File: src/hdl/smfs_defines.vh
// Register offsets, field positions, reset values and timing counts of the monitor block
`ifndef SMFS_DEFINES_VH
`define SMFS_DEFINES_VH

// Register addresses
`define SMFS_ADDR_STATUS      8'h01
`define SMFS_ADDR_GAIN        8'h03
`define SMFS_ADDR_REFCTL      8'h05
`define SMFS_ADDR_EXC1        8'h06
`define SMFS_ADDR_SYSCTL      8'h09

// Field positions
`define SMFS_MON_SEL_HI       7
`define SMFS_MON_SEL_LO       5
`define SMFS_SEND_STATUS_BIT  0
`define SMFS_GAIN_HI          2
`define SMFS_GAIN_LO          0
`define SMFS_AMP_EN_HI        4
`define SMFS_AMP_EN_LO        3
`define SMFS_REF_EN_HI        7
`define SMFS_REF_EN_LO        6
`define SMFS_RAIL_EN_BIT      7
`define SMFS_ST_POR_BIT       7
`define SMFS_ST_RDY_BIT       6

// Reset values
`define SMFS_GAIN_RST         8'h00
`define SMFS_REFCTL_RST       8'h00
`define SMFS_EXC1_RST         8'h00
`define SMFS_SYSCTL_RST       8'h00

// Monitor select codes, unity gain code and amplifier bypass code
`define SMFS_MON_OFF          3'h0
`define SMFS_MON_MID          3'h1
`define SMFS_MON_TEMP         3'h2
`define SMFS_MON_AVDD         3'h3
`define SMFS_MON_DVDD         3'h4
`define SMFS_MON_BO_LOW       3'h5
`define SMFS_MON_BO_MID       3'h6
`define SMFS_MON_BO_HIGH      3'h7
`define SMFS_GAIN_ONE         3'h0
`define SMFS_PGA_BYPASS       2'h0

// Start-up time before the ready flag rises
`define SMFS_CLK_PERIOD_NS    20
`define SMFS_STARTUP_NS       2000
`define SMFS_STARTUP_CYC      ((`SMFS_STARTUP_NS + `SMFS_CLK_PERIOD_NS - 1) / `SMFS_CLK_PERIOD_NS)

`endif

File: src/hdl/smfs_top.v
// System monitor select and fault status register with data readout
//
// Contract
// Monitor select lives in system control 09h
// Select 010 routes temperature sensor
// Temperature uses programmed gain, inputs disconnected
// Host keeps gain at most 4
// Selects 011/100 convert analog/digital supply
// Supply monitor forces gain one, disconnects inputs
// Selects 101/110/111 enable burn-out currents
// Burn-out sources positive, sinks negative input
// Host disables chop, limits burn-out use
// Status byte readable at address 01h
// Send-status bit prefixes status to readout
// Status read returns last conversion flags
// Bit 7 set at reset, cleared writing 0
// Bit 6 shows start-up complete
// Rail monitors run only when enabled
// Rail flags occupy status bits 5 to 2
// Rail faults latched, flags update at end
// Bypassed amplifier: rails sense converter input
// Reference-low detection enabled by 05h field
// Bit 0 below 300 mV, bit 1 third
// Reference flags update at data-ready fall
// Host uses pull-together resistor only testing
// Select 001 connects mid-scale input
// Data-ready low marks new result
// Select 000 keeps external inputs connected
`timescale 1ns/1ps
`default_nettype none
`include "smfs_defines.vh"

module smfs_top (
   input  wire        clk_sys_i,
   input  wire        rst_b_i,
   // Register access port
   input  wire        reg_wr_i,
   input  wire        reg_rd_i,
   input  wire [7:0]  reg_addr_i,
   input  wire [7:0]  reg_wdata_i,
   output reg  [7:0]  reg_rdata_o,
   output reg         reg_rvalid_o,
   // Conversion timing and result
   input  wire        conv_end_i,
   input  wire [15:0] conv_data_i,
   output reg         data_ready_n_o,
   // Data readout
   input  wire        dout_start_i,
   input  wire        dout_next_i,
   output reg  [7:0]  dout_byte_o,
   output reg         dout_valid_o,
   output reg         dout_last_o,
   // Live monitor comparators
   input  wire        pos_out_high_i,
   input  wire        pos_out_low_i,
   input  wire        neg_out_high_i,
   input  wire        neg_out_low_i,
   input  wire        ref_low_300mv_i,
   input  wire        ref_low_third_i,
   // Analog routing controls
   output wire        ext_inputs_connect_o,
   output wire        midscale_sel_o,
   output wire        temp_sensor_sel_o,
   output wire        analog_supply_sel_o,
   output wire        digital_supply_sel_o,
   output wire        burnout_test_current_en_o,
   output wire [1:0]  burnout_test_current_mag_o,
   output wire [2:0]  effective_gain_o,
   output wire        rail_sense_adc_input_o
);

   localparam integer STARTUP_CYC_INT = `SMFS_STARTUP_CYC;
   localparam [15:0]  STARTUP_CYC     = STARTUP_CYC_INT[15:0];

   localparam [1:0] RD_IDLE   = 2'h0;
   localparam [1:0] RD_STATUS = 2'h1;
   localparam [1:0] RD_MSB    = 2'h2;
   localparam [1:0] RD_LSB    = 2'h3;

   // Configuration bytes
   reg  [7:0]  sysctl_r;
   reg  [7:0]  gain_r;
   reg  [7:0]  refctl_r;
   reg  [7:0]  exc1_r;
   // Status flags and start-up count
   reg         power_on_reset_flag_r;
   reg         ready_r;
   reg  [15:0] startup_cnt_r;
   // Conversion result and readout state
   reg  [15:0] result_r;
   reg  [1:0]  rd_state_r;
   // Combinational next values
   reg  [1:0]  rd_state_nxt;
   reg  [7:0]  rdata_nxt;
   reg  [7:0]  dout_byte_nxt;
   reg         dout_valid_nxt;
   reg         dout_last_nxt;

   // Decoded fields, fault vectors and write strobes
   wire [2:0]  monitor_select;
   wire        send_status_prefix;
   wire        rail_enable;
   wire        ref_enable;
   wire [5:0]  fault_live;
   wire [5:0]  fault_en;
   wire [5:0]  fault_flag;
   wire [7:0]  fault_status_byte;
   wire        wr_ok;
   wire        wr_sysctl;
   wire        wr_gain;
   wire        wr_refctl;
   wire        wr_exc1;
   wire        wr_status;

   assign monitor_select     = sysctl_r[`SMFS_MON_SEL_HI:`SMFS_MON_SEL_LO];
   assign send_status_prefix = sysctl_r[`SMFS_SEND_STATUS_BIT];
   assign rail_enable        = exc1_r[`SMFS_RAIL_EN_BIT];
   assign ref_enable         = |refctl_r[`SMFS_REF_EN_HI:`SMFS_REF_EN_LO];

   // Bit order of the live faults matches the status byte bits 5..0
   assign fault_live = {pos_out_high_i, pos_out_low_i, neg_out_high_i, neg_out_low_i,
                        ref_low_third_i, ref_low_300mv_i};
   assign fault_en   = {{4{rail_enable}}, {2{ref_enable}}};

   assign fault_status_byte = {power_on_reset_flag_r, ready_r, fault_flag};

   // Configuration is refused until start-up has finished
   assign wr_ok = reg_wr_i && ready_r;

   // One write strobe per mapped register
   assign wr_sysctl = wr_ok && (reg_addr_i == `SMFS_ADDR_SYSCTL);
   assign wr_gain   = wr_ok && (reg_addr_i == `SMFS_ADDR_GAIN);
   assign wr_refctl = wr_ok && (reg_addr_i == `SMFS_ADDR_REFCTL);
   assign wr_exc1   = wr_ok && (reg_addr_i == `SMFS_ADDR_EXC1);
   assign wr_status = wr_ok && (reg_addr_i == `SMFS_ADDR_STATUS);

   // Flag accumulators for rails and reference
   smfs_fault_latch u_fault_latch (
      .clk_sys_i    (clk_sys_i),
      .rst_b_i      (rst_b_i),
      .fault_live_i (fault_live),
      .fault_en_i   (fault_en),
      .conv_end_i   (conv_end_i),
      .fault_flag_o (fault_flag)
   );

   // Analog routing decode
   smfs_mux_ctrl u_mux_ctrl (
      .clk_sys_i                  (clk_sys_i),
      .rst_b_i                    (rst_b_i),
      .monitor_select_i           (monitor_select),
      .gain_field_i               (gain_r[`SMFS_GAIN_HI:`SMFS_GAIN_LO]),
      .amplifier_enable_field_i   (gain_r[`SMFS_AMP_EN_HI:`SMFS_AMP_EN_LO]),
      .ext_inputs_connect_o       (ext_inputs_connect_o),
      .midscale_sel_o             (midscale_sel_o),
      .temp_sensor_sel_o          (temp_sensor_sel_o),
      .analog_supply_sel_o        (analog_supply_sel_o),
      .digital_supply_sel_o       (digital_supply_sel_o),
      .burnout_test_current_en_o  (burnout_test_current_en_o),
      .burnout_test_current_mag_o (burnout_test_current_mag_o),
      .effective_gain_o           (effective_gain_o),
      .rail_sense_adc_input_o     (rail_sense_adc_input_o)
   );

   // Start-up counter runs once after reset and stops at its end value
   always @(posedge clk_sys_i or negedge rst_b_i) begin
      if (!rst_b_i) begin
         startup_cnt_r <= 16'h0000;
      end else if (!ready_r && (startup_cnt_r != STARTUP_CYC - 16'h0001)) begin
         startup_cnt_r <= startup_cnt_r + 16'h0001;
      end
   end

   // Ready flag rises once the count is complete
   always @(posedge clk_sys_i or negedge rst_b_i) begin
      if (!rst_b_i) begin
         ready_r <= 1'b0;
      end else if (startup_cnt_r == STARTUP_CYC - 16'h0001) begin
         ready_r <= 1'b1;
      end
   end

   // System control: monitor select and send-status bit
   always @(posedge clk_sys_i or negedge rst_b_i) begin
      if (!rst_b_i) begin
         sysctl_r <= `SMFS_SYSCTL_RST;
      end else if (wr_sysctl) begin
         sysctl_r <= reg_wdata_i;
      end
   end

   // Gain setting: gain code and amplifier enable
   always @(posedge clk_sys_i or negedge rst_b_i) begin
      if (!rst_b_i) begin
         gain_r <= `SMFS_GAIN_RST;
      end else if (wr_gain) begin
         gain_r <= reg_wdata_i;
      end
   end

   // Reference control: reference-low detection enable
   always @(posedge clk_sys_i or negedge rst_b_i) begin
      if (!rst_b_i) begin
         refctl_r <= `SMFS_REFCTL_RST;
      end else if (wr_refctl) begin
         refctl_r <= reg_wdata_i;
      end
   end

   // Excitation current 1: rail monitor enable
   always @(posedge clk_sys_i or negedge rst_b_i) begin
      if (!rst_b_i) begin
         exc1_r <= `SMFS_EXC1_RST;
      end else if (wr_exc1) begin
         exc1_r <= reg_wdata_i;
      end
   end

   // Power-on flag: set by reset, only a written zero clears it
   always @(posedge clk_sys_i or negedge rst_b_i) begin
      if (!rst_b_i) begin
         power_on_reset_flag_r <= 1'b1;
      end else if (wr_status && !reg_wdata_i[`SMFS_ST_POR_BIT]) begin
         power_on_reset_flag_r <= 1'b0;
      end
   end

   // Register read path
   always @* begin
      case (reg_addr_i)
         `SMFS_ADDR_STATUS: rdata_nxt = fault_status_byte;
         `SMFS_ADDR_GAIN:   rdata_nxt = gain_r;
         `SMFS_ADDR_REFCTL: rdata_nxt = refctl_r;
         `SMFS_ADDR_EXC1:   rdata_nxt = exc1_r;
         `SMFS_ADDR_SYSCTL: rdata_nxt = sysctl_r;
         default:           rdata_nxt = 8'h00;
      endcase
   end

   // Read valid follows every read strobe by one cycle
   always @(posedge clk_sys_i or negedge rst_b_i) begin
      if (!rst_b_i) begin
         reg_rvalid_o <= 1'b0;
      end else begin
         reg_rvalid_o <= reg_rd_i;
      end
   end

   // Read data holds until the next read
   always @(posedge clk_sys_i or negedge rst_b_i) begin
      if (!rst_b_i) begin
         reg_rdata_o <= 8'h00;
      end else if (reg_rd_i) begin
         reg_rdata_o <= rdata_nxt;
      end
   end

   // Data-ready falls with the flag update, rises when a readout starts
   always @(posedge clk_sys_i or negedge rst_b_i) begin
      if (!rst_b_i) begin
         data_ready_n_o <= 1'b1;
      end else if (conv_end_i) begin
         data_ready_n_o <= 1'b0;
      end else if (dout_start_i) begin
         data_ready_n_o <= 1'b1;
      end
   end

   // Result is captured with the conversion end
   always @(posedge clk_sys_i or negedge rst_b_i) begin
      if (!rst_b_i) begin
         result_r <= 16'h0000;
      end else if (conv_end_i) begin
         result_r <= conv_data_i;
      end
   end

   // Readout sequencer
   always @* begin
      rd_state_nxt = rd_state_r;
      case (rd_state_r)
         RD_IDLE: begin
            if (dout_start_i) begin
               rd_state_nxt = send_status_prefix ? RD_STATUS : RD_MSB;
            end
         end
         RD_STATUS: begin
            if (dout_next_i) begin
               rd_state_nxt = RD_MSB;
            end
         end
         RD_MSB: begin
            if (dout_next_i) begin
               rd_state_nxt = RD_LSB;
            end
         end
         RD_LSB: begin
            if (dout_next_i) begin
               rd_state_nxt = RD_IDLE;
            end
         end
         default: rd_state_nxt = RD_IDLE;
      endcase
   end

   // Byte, valid and last for the state being entered
   always @* begin
      dout_byte_nxt  = 8'h00;
      dout_valid_nxt = 1'b1;
      dout_last_nxt  = 1'b0;
      case (rd_state_nxt)
         RD_STATUS: begin
            dout_byte_nxt = fault_status_byte;
         end
         RD_MSB: begin
            dout_byte_nxt = result_r[15:8];
         end
         RD_LSB: begin
            dout_byte_nxt = result_r[7:0];
            dout_last_nxt = 1'b1;
         end
         default: begin
            dout_valid_nxt = 1'b0;
         end
      endcase
   end

   always @(posedge clk_sys_i or negedge rst_b_i) begin
      if (!rst_b_i) begin
         rd_state_r   <= RD_IDLE;
         dout_byte_o  <= 8'h00;
         dout_valid_o <= 1'b0;
         dout_last_o  <= 1'b0;
      end else begin
         rd_state_r   <= rd_state_nxt;
         dout_byte_o  <= dout_byte_nxt;
         dout_valid_o <= dout_valid_nxt;
         dout_last_o  <= dout_last_nxt;
      end
   end

endmodule // smfs_top
`default_nettype wire

File: src/hdl/smfs_mux_ctrl.v
// Decode of the monitor select field into analog routing controls
`timescale 1ns/1ps
`default_nettype none
`include "smfs_defines.vh"

module smfs_mux_ctrl (
   input  wire       clk_sys_i,
   input  wire       rst_b_i,
   input  wire [2:0] monitor_select_i,
   input  wire [2:0] gain_field_i,
   input  wire [1:0] amplifier_enable_field_i,
   output reg        ext_inputs_connect_o,
   output reg        midscale_sel_o,
   output reg        temp_sensor_sel_o,
   output reg        analog_supply_sel_o,
   output reg        digital_supply_sel_o,
   output reg        burnout_test_current_en_o,
   output reg  [1:0] burnout_test_current_mag_o,
   output reg  [2:0] effective_gain_o,
   output reg        rail_sense_adc_input_o
);

   wire supply_sel;

   assign supply_sel = (monitor_select_i == `SMFS_MON_AVDD) ||
                       (monitor_select_i == `SMFS_MON_DVDD);

   always @(posedge clk_sys_i or negedge rst_b_i) begin
      if (!rst_b_i) begin
         ext_inputs_connect_o       <= 1'b1;
         midscale_sel_o             <= 1'b0;
         temp_sensor_sel_o          <= 1'b0;
         analog_supply_sel_o        <= 1'b0;
         digital_supply_sel_o       <= 1'b0;
         burnout_test_current_en_o  <= 1'b0;
         burnout_test_current_mag_o <= 2'h0;
         effective_gain_o           <= `SMFS_GAIN_ONE;
         rail_sense_adc_input_o     <= 1'b1;
      end else begin
         // Off and burn-out settings keep the external pair on the converter
         ext_inputs_connect_o <= (monitor_select_i == `SMFS_MON_OFF) ||
                                 monitor_select_i[2] && (monitor_select_i != `SMFS_MON_DVDD);
         midscale_sel_o       <= (monitor_select_i == `SMFS_MON_MID);
         temp_sensor_sel_o    <= (monitor_select_i == `SMFS_MON_TEMP);
         analog_supply_sel_o  <= (monitor_select_i == `SMFS_MON_AVDD);
         digital_supply_sel_o <= (monitor_select_i == `SMFS_MON_DVDD);
         // Source into the positive input, sink equally from the negative one
         burnout_test_current_en_o <= monitor_select_i[2] &&
                                      (monitor_select_i != `SMFS_MON_DVDD);
         case (monitor_select_i)
            `SMFS_MON_BO_LOW:  burnout_test_current_mag_o <= 2'h1;
            `SMFS_MON_BO_MID:  burnout_test_current_mag_o <= 2'h2;
            `SMFS_MON_BO_HIGH: burnout_test_current_mag_o <= 2'h3;
            default:           burnout_test_current_mag_o <= 2'h0;
         endcase
         // Temperature uses the programmed gain, supplies force unity gain
         effective_gain_o <= supply_sel ? `SMFS_GAIN_ONE : gain_field_i;
         rail_sense_adc_input_o <= (amplifier_enable_field_i == `SMFS_PGA_BYPASS);
      end
   end

endmodule // smfs_mux_ctrl
`default_nettype wire

File: src/hdl/smfs_fault_latch.v
// Per-flag fault accumulators updated once per conversion end
`timescale 1ns/1ps
`default_nettype none

module smfs_fault_latch (
   input  wire       clk_sys_i,
   input  wire       rst_b_i,
   input  wire [5:0] fault_live_i,
   input  wire [5:0] fault_en_i,
   input  wire       conv_end_i,
   output wire [5:0] fault_flag_o
);

   reg  [5:0] acc_r;
   reg  [5:0] flag_r;

   genvar i;
   generate
      for (i = 0; i < 6; i = i + 1) begin : g_flag
         always @(posedge clk_sys_i or negedge rst_b_i) begin
            if (!rst_b_i) begin
               acc_r[i]  <= 1'b0;
               flag_r[i] <= 1'b0;
            end else if (conv_end_i) begin
               // A fault seen in the last cycle still counts
               flag_r[i] <= fault_en_i[i] & (acc_r[i] | fault_live_i[i]);
               acc_r[i]  <= 1'b0;
            end else if (fault_en_i[i] && fault_live_i[i]) begin
               acc_r[i]  <= 1'b1;
            end
         end
      end
   endgenerate

   assign fault_flag_o = flag_r;

endmodule // smfs_fault_latch
`default_nettype wire

File: config.mk
export PLATFORM = sky130hd
export DESIGN_NAME = smfs_top
export DESIGN_NICKNAME = d
export VERILOG_FILES = /design/src/hdl/smfs_top.v /design/src/hdl/smfs_mux_ctrl.v /design/src/hdl/smfs_fault_latch.v
export VERILOG_INCLUDE_DIRS = /design/src /design/src/hdl
export SDC_FILE = /design/constraint.sdc
export NUM_CORES = 1
export LEC_CHECK = 0
export ABC_AREA = 0
export CORE_MARGIN = 5
export CORE_UTILIZATION = 40
export CTS_BUF_LIST = sky130_fd_sc_hd__clkbuf_4 sky130_fd_sc_hd__clkbuf_8 sky130_fd_sc_hd__clkbuf_16
export DETAILED_ROUTE_END_ITERATION = 16
export DONT_BUFFER_PORTS = 1
export GPL_ROUTABILITY_DRIVEN = 0
export GPL_TIMING_DRIVEN = 1
export PLACE_DENSITY = 0.52
export SLEW_MARGIN = 20
export SYNTH_ARGS = -nofsm -noshare
export SYNTH_HDL_FRONTEND = slang
export SYNTH_SLANG_ARGS = --single-unit
File: constraint.sdc
create_clock -name clk_sys_i -period 2.4 [get_ports clk_sys_i]
set_clock_uncertainty 0.2 [all_clocks]
set_input_delay 0.12 -clock clk_sys_i [delete_from_list [all_inputs] [get_ports clk_sys_i]]
set_output_delay 0.12 -clock clk_sys_i [all_outputs]
set_load 0.05 [all_outputs]
==> results.json <==
{
  "area.growth.synth_to_final_pct": 21.3,
  "synth-main-ff-cell": "dfrtp_1",
  "num_rows": 39,
  "cts_buffers": 9,
  "slew_headroom_pct": 50.5,
  "antenna_found_initial": 1,
  "r2r_slack_ns": 0.49,
  "endpoint": "refctl_r[4]$_DFFE_PN0P_",
  "cts.clk_slew.worst_paths_ns": 0.07,
  "synth_seq_cells": 112,
  "synth.most_common_cell": "dfrtp_1",
  "cts_resized": 0,
  "ys_seq_area_share_pct": 59.3,
  "grt_max_degree": 113,
  "crit_type": "primary input to flop",
  "worstMarginPinSlew_ns": 0.733,
  "grt_pass1_wl_mm": 17.9,
  "wl_met1_mm": 4.73,
  "final_antenna_net_count": 0,
  "ys_async_sr_fraction_pct": 100,
  "vias": 3160,
  "met2_length_mm": 5.46,
  "fillCellCount": 1040,
  "reg2reg_from": "startup_cnt_r[0]$_DFFE_PN0P_",
  "syn-cell-area_um2": 4730,
  "startpoint_type": "primary input",
  "dp_slack_ns": 0.417,
  "wl_met3_um": 528,
  "yosysWarningCount": 0,
  "initial_core_util_pct": 41.1,
  "finalSetupViolCount": 0,
  "portBuffers": 0,
  "hold_slack_ns": -0.733,
  "slowest_delay_ns": 0.58,
  "coreArea_um2": 11500,
  "drv_cap": 0,
  "synth_common_cells": "dfrtp_1, mux2_2, inv_1, nor2_1, o21ai_0",
  "worst-path-buf-inv": 2,
  "routed.top_layer": "met4",
  "cp.depth": 6,
  "finalWorstSetupSlack_ns": 0.147,
  "ff_latch_area_um2": 2810,
  "powerDensity_nw_per_um2": 725,
  "track_usage_pct": 16.3,
  "io_pins": 77,
  "avgSynthCellArea_um2": 12.6,
  "crit_chain": "dlygate4sd3_1 -> nor4_4 -> nand3_1 -> nor2b_1 -> buf_4 -> mux2_2",
  "path_max_fanout": 5,
  "wl_mm": 10.9,
  "outcome": "finished, violations left",
  "slew_violations": 0,
  "postCtsHoldBufs": 55,
  "drive_above_1_share_pct": 18.1,
  "clock_latency_ns": 0.35,
  "synthDistinctLibCells": 47,
  "synth_top_area_share_pct": 57.1,
  "cp.arrival_ns": 2.28,
  "syn-num-nets": 425,
  "root_buffer": "clkbuf_16",
  "rsz0062_at_grt": "false",
  "fin_nets": 486,
  "dieArea_um2": 14100,
  "dp_hpwl_mm": 7.41,
  "synth_edf_count": 0,
  "violations": "hold timing",
  "final_core_util_pct": 49.9,
  "layout_min_cycle_time_ns": 2.25,
  "viasPerCell": 5.39,
  "cts_tree": "built",
  "wl_per_cell_um": 18.5,
  "period_share_pct": 93.9,
  "ys_top_cells_by_area": "dfrtp_1, mux2_2, dfstp_2, xnor2_1, inv_1",
  "dr.pass1.iters": 4,
  "die_h_um": 119,
  "hold_path.class": "primary input to async pin",
  "synth_top_area_cell": "dfrtp_1",
  "syn_inst": 377,
  "r2r_end": "startup_cnt_r[1]$_DFFE_PN0P_",
  "post-route-drc-count": 0,
  "cp_slowest_cell": "dlygate4sd3_1",
  "grt-ovfl-total": 0,
  "cts.sinks": 112,
  "tns_ns": 0,
  "grt_pass1_vias": 3372,
  "cts_buffer_depth": 2,
  "max_freq_mhz": 444,
  "finalHoldViolations": 112,
  "finalPower_w": 0.00416,
  "peakVddDrop_uv": 394,
  "critPathTopFamily": "simple AND/OR/NAND/NOR gates",
  "leakage_nw": 2.59,
  "drt_iter0_drc": 209,
  "required_ns": 2.43,
  "die_w_um": 119,
  "worst_setup_path_end_kind": "flop",
  "htree_levels": 3,
  "ff2ff_path_depth": 5,
  "cts_setup_buffers": 0,
  "multi_input_area_um2": 1790,
  "crit_path_start": "reg_addr_i[7]"
}
[cell type report]
cell class	count	area share, %
tap	143	3.12
antenna	1	0.0436
sequential	112	48.9
clock inverter	2	0.174
multi-input combinational	231	31.2
timing repair buffer	62	10.7
inverter	22	1.44
clock buffer	13	4.44
[cells by family after synthesis]
family                   count (synthesis)  synth area share, %
AO/OA/AOI/OAI                           73                 10.6
XOR/XNOR                                15                 2.78
adder cells (fa/ha/maj)                  3                0.793
buffers and inverters                   34                 2.80
flip-flops                             112                 59.3
multiplexers                            52                 12.3
AND/OR/NAND/NOR                         88                 11.5
[worst min-delay path by stage]
stage | startpoint | endpoint | slack (ns)
detailed placement | rst_b_i | startup_cnt_r[12]$_DFFE_PN0P_ | -0.37
global route | rst_b_i | u_mux_ctrl.effective_gain_o[2]$_DFF_PN0_ | -0.76
CTS | rst_b_i | reg_rdata_o[1]$_DFFE_PN0P_ | -0.75
finish | rst_b_i | startup_cnt_r[8]$_DFFE_PN0P_ | -0.73
floorplan | rst_b_i | dout_byte_o[0]$_DFF_PN0_ | -0.38
global placement | rst_b_i | startup_cnt_r[12]$_DFFE_PN0P_ | -0.37
[state kept, by name, summed over array words and instances, names as in the netlist, 3 cells and up]
name,count
exc1_r,8
sysctl_r,8
gain_r,8
refctl_r,8
u_fault_latch.fault_flag_o,6
u_fault_latch.acc_r,6
result_r,16
dout_byte_o,8
reg_rdata_o,8
startup_cnt_r,16
u_mux_ctrl.effective_gain_o,3
[placed cells by master (no fill, tap or decap), types with 5 or more instances in the layout]
cell type        n
dfrtp_1        108
dlygate4sd3_1   54
mux2_2          47
inv_1           22
nor2_1          22
o21ai_0         16
a21oi_1         13
nand2_1         12
xnor2_1         12
nand3_1         10
a22oi_1          9
clkbuf_16        9
a222oi_1         7
buf_4            7
and2_1           6
o211ai_1         6
a21boi_0         5
[where the power goes]
part | switching, W | internal (W) | total, W
logic | 0.000199 | 0.000202 | 0.000401
clock network | 0.000623 | 0.000742 | 0.00136
registers | 0.000386 | 0.00201 | 0.00240
total | 0.00121 | 0.00296 | 0.00416
[through the flow]
step	instance area, um2	instances
3_5_place_dp	4910	515
3_3_place_gp	4910	515
5_1_grt	5740	586
6_report	5740	586
4_1_cts	5740	585
2_1_floorplan	4730	377
[metal layers]
metal | track usage (%) | vias to the layer above
li1 | - | 1470
met1 | 20.2 | 1608
met2 | 26.9 | 73
met3 | 5.21 | 9
met4 | 5.79 | 0
met5 | 0 | -
No activity file was read; power rests on OpenSTA's default activity.
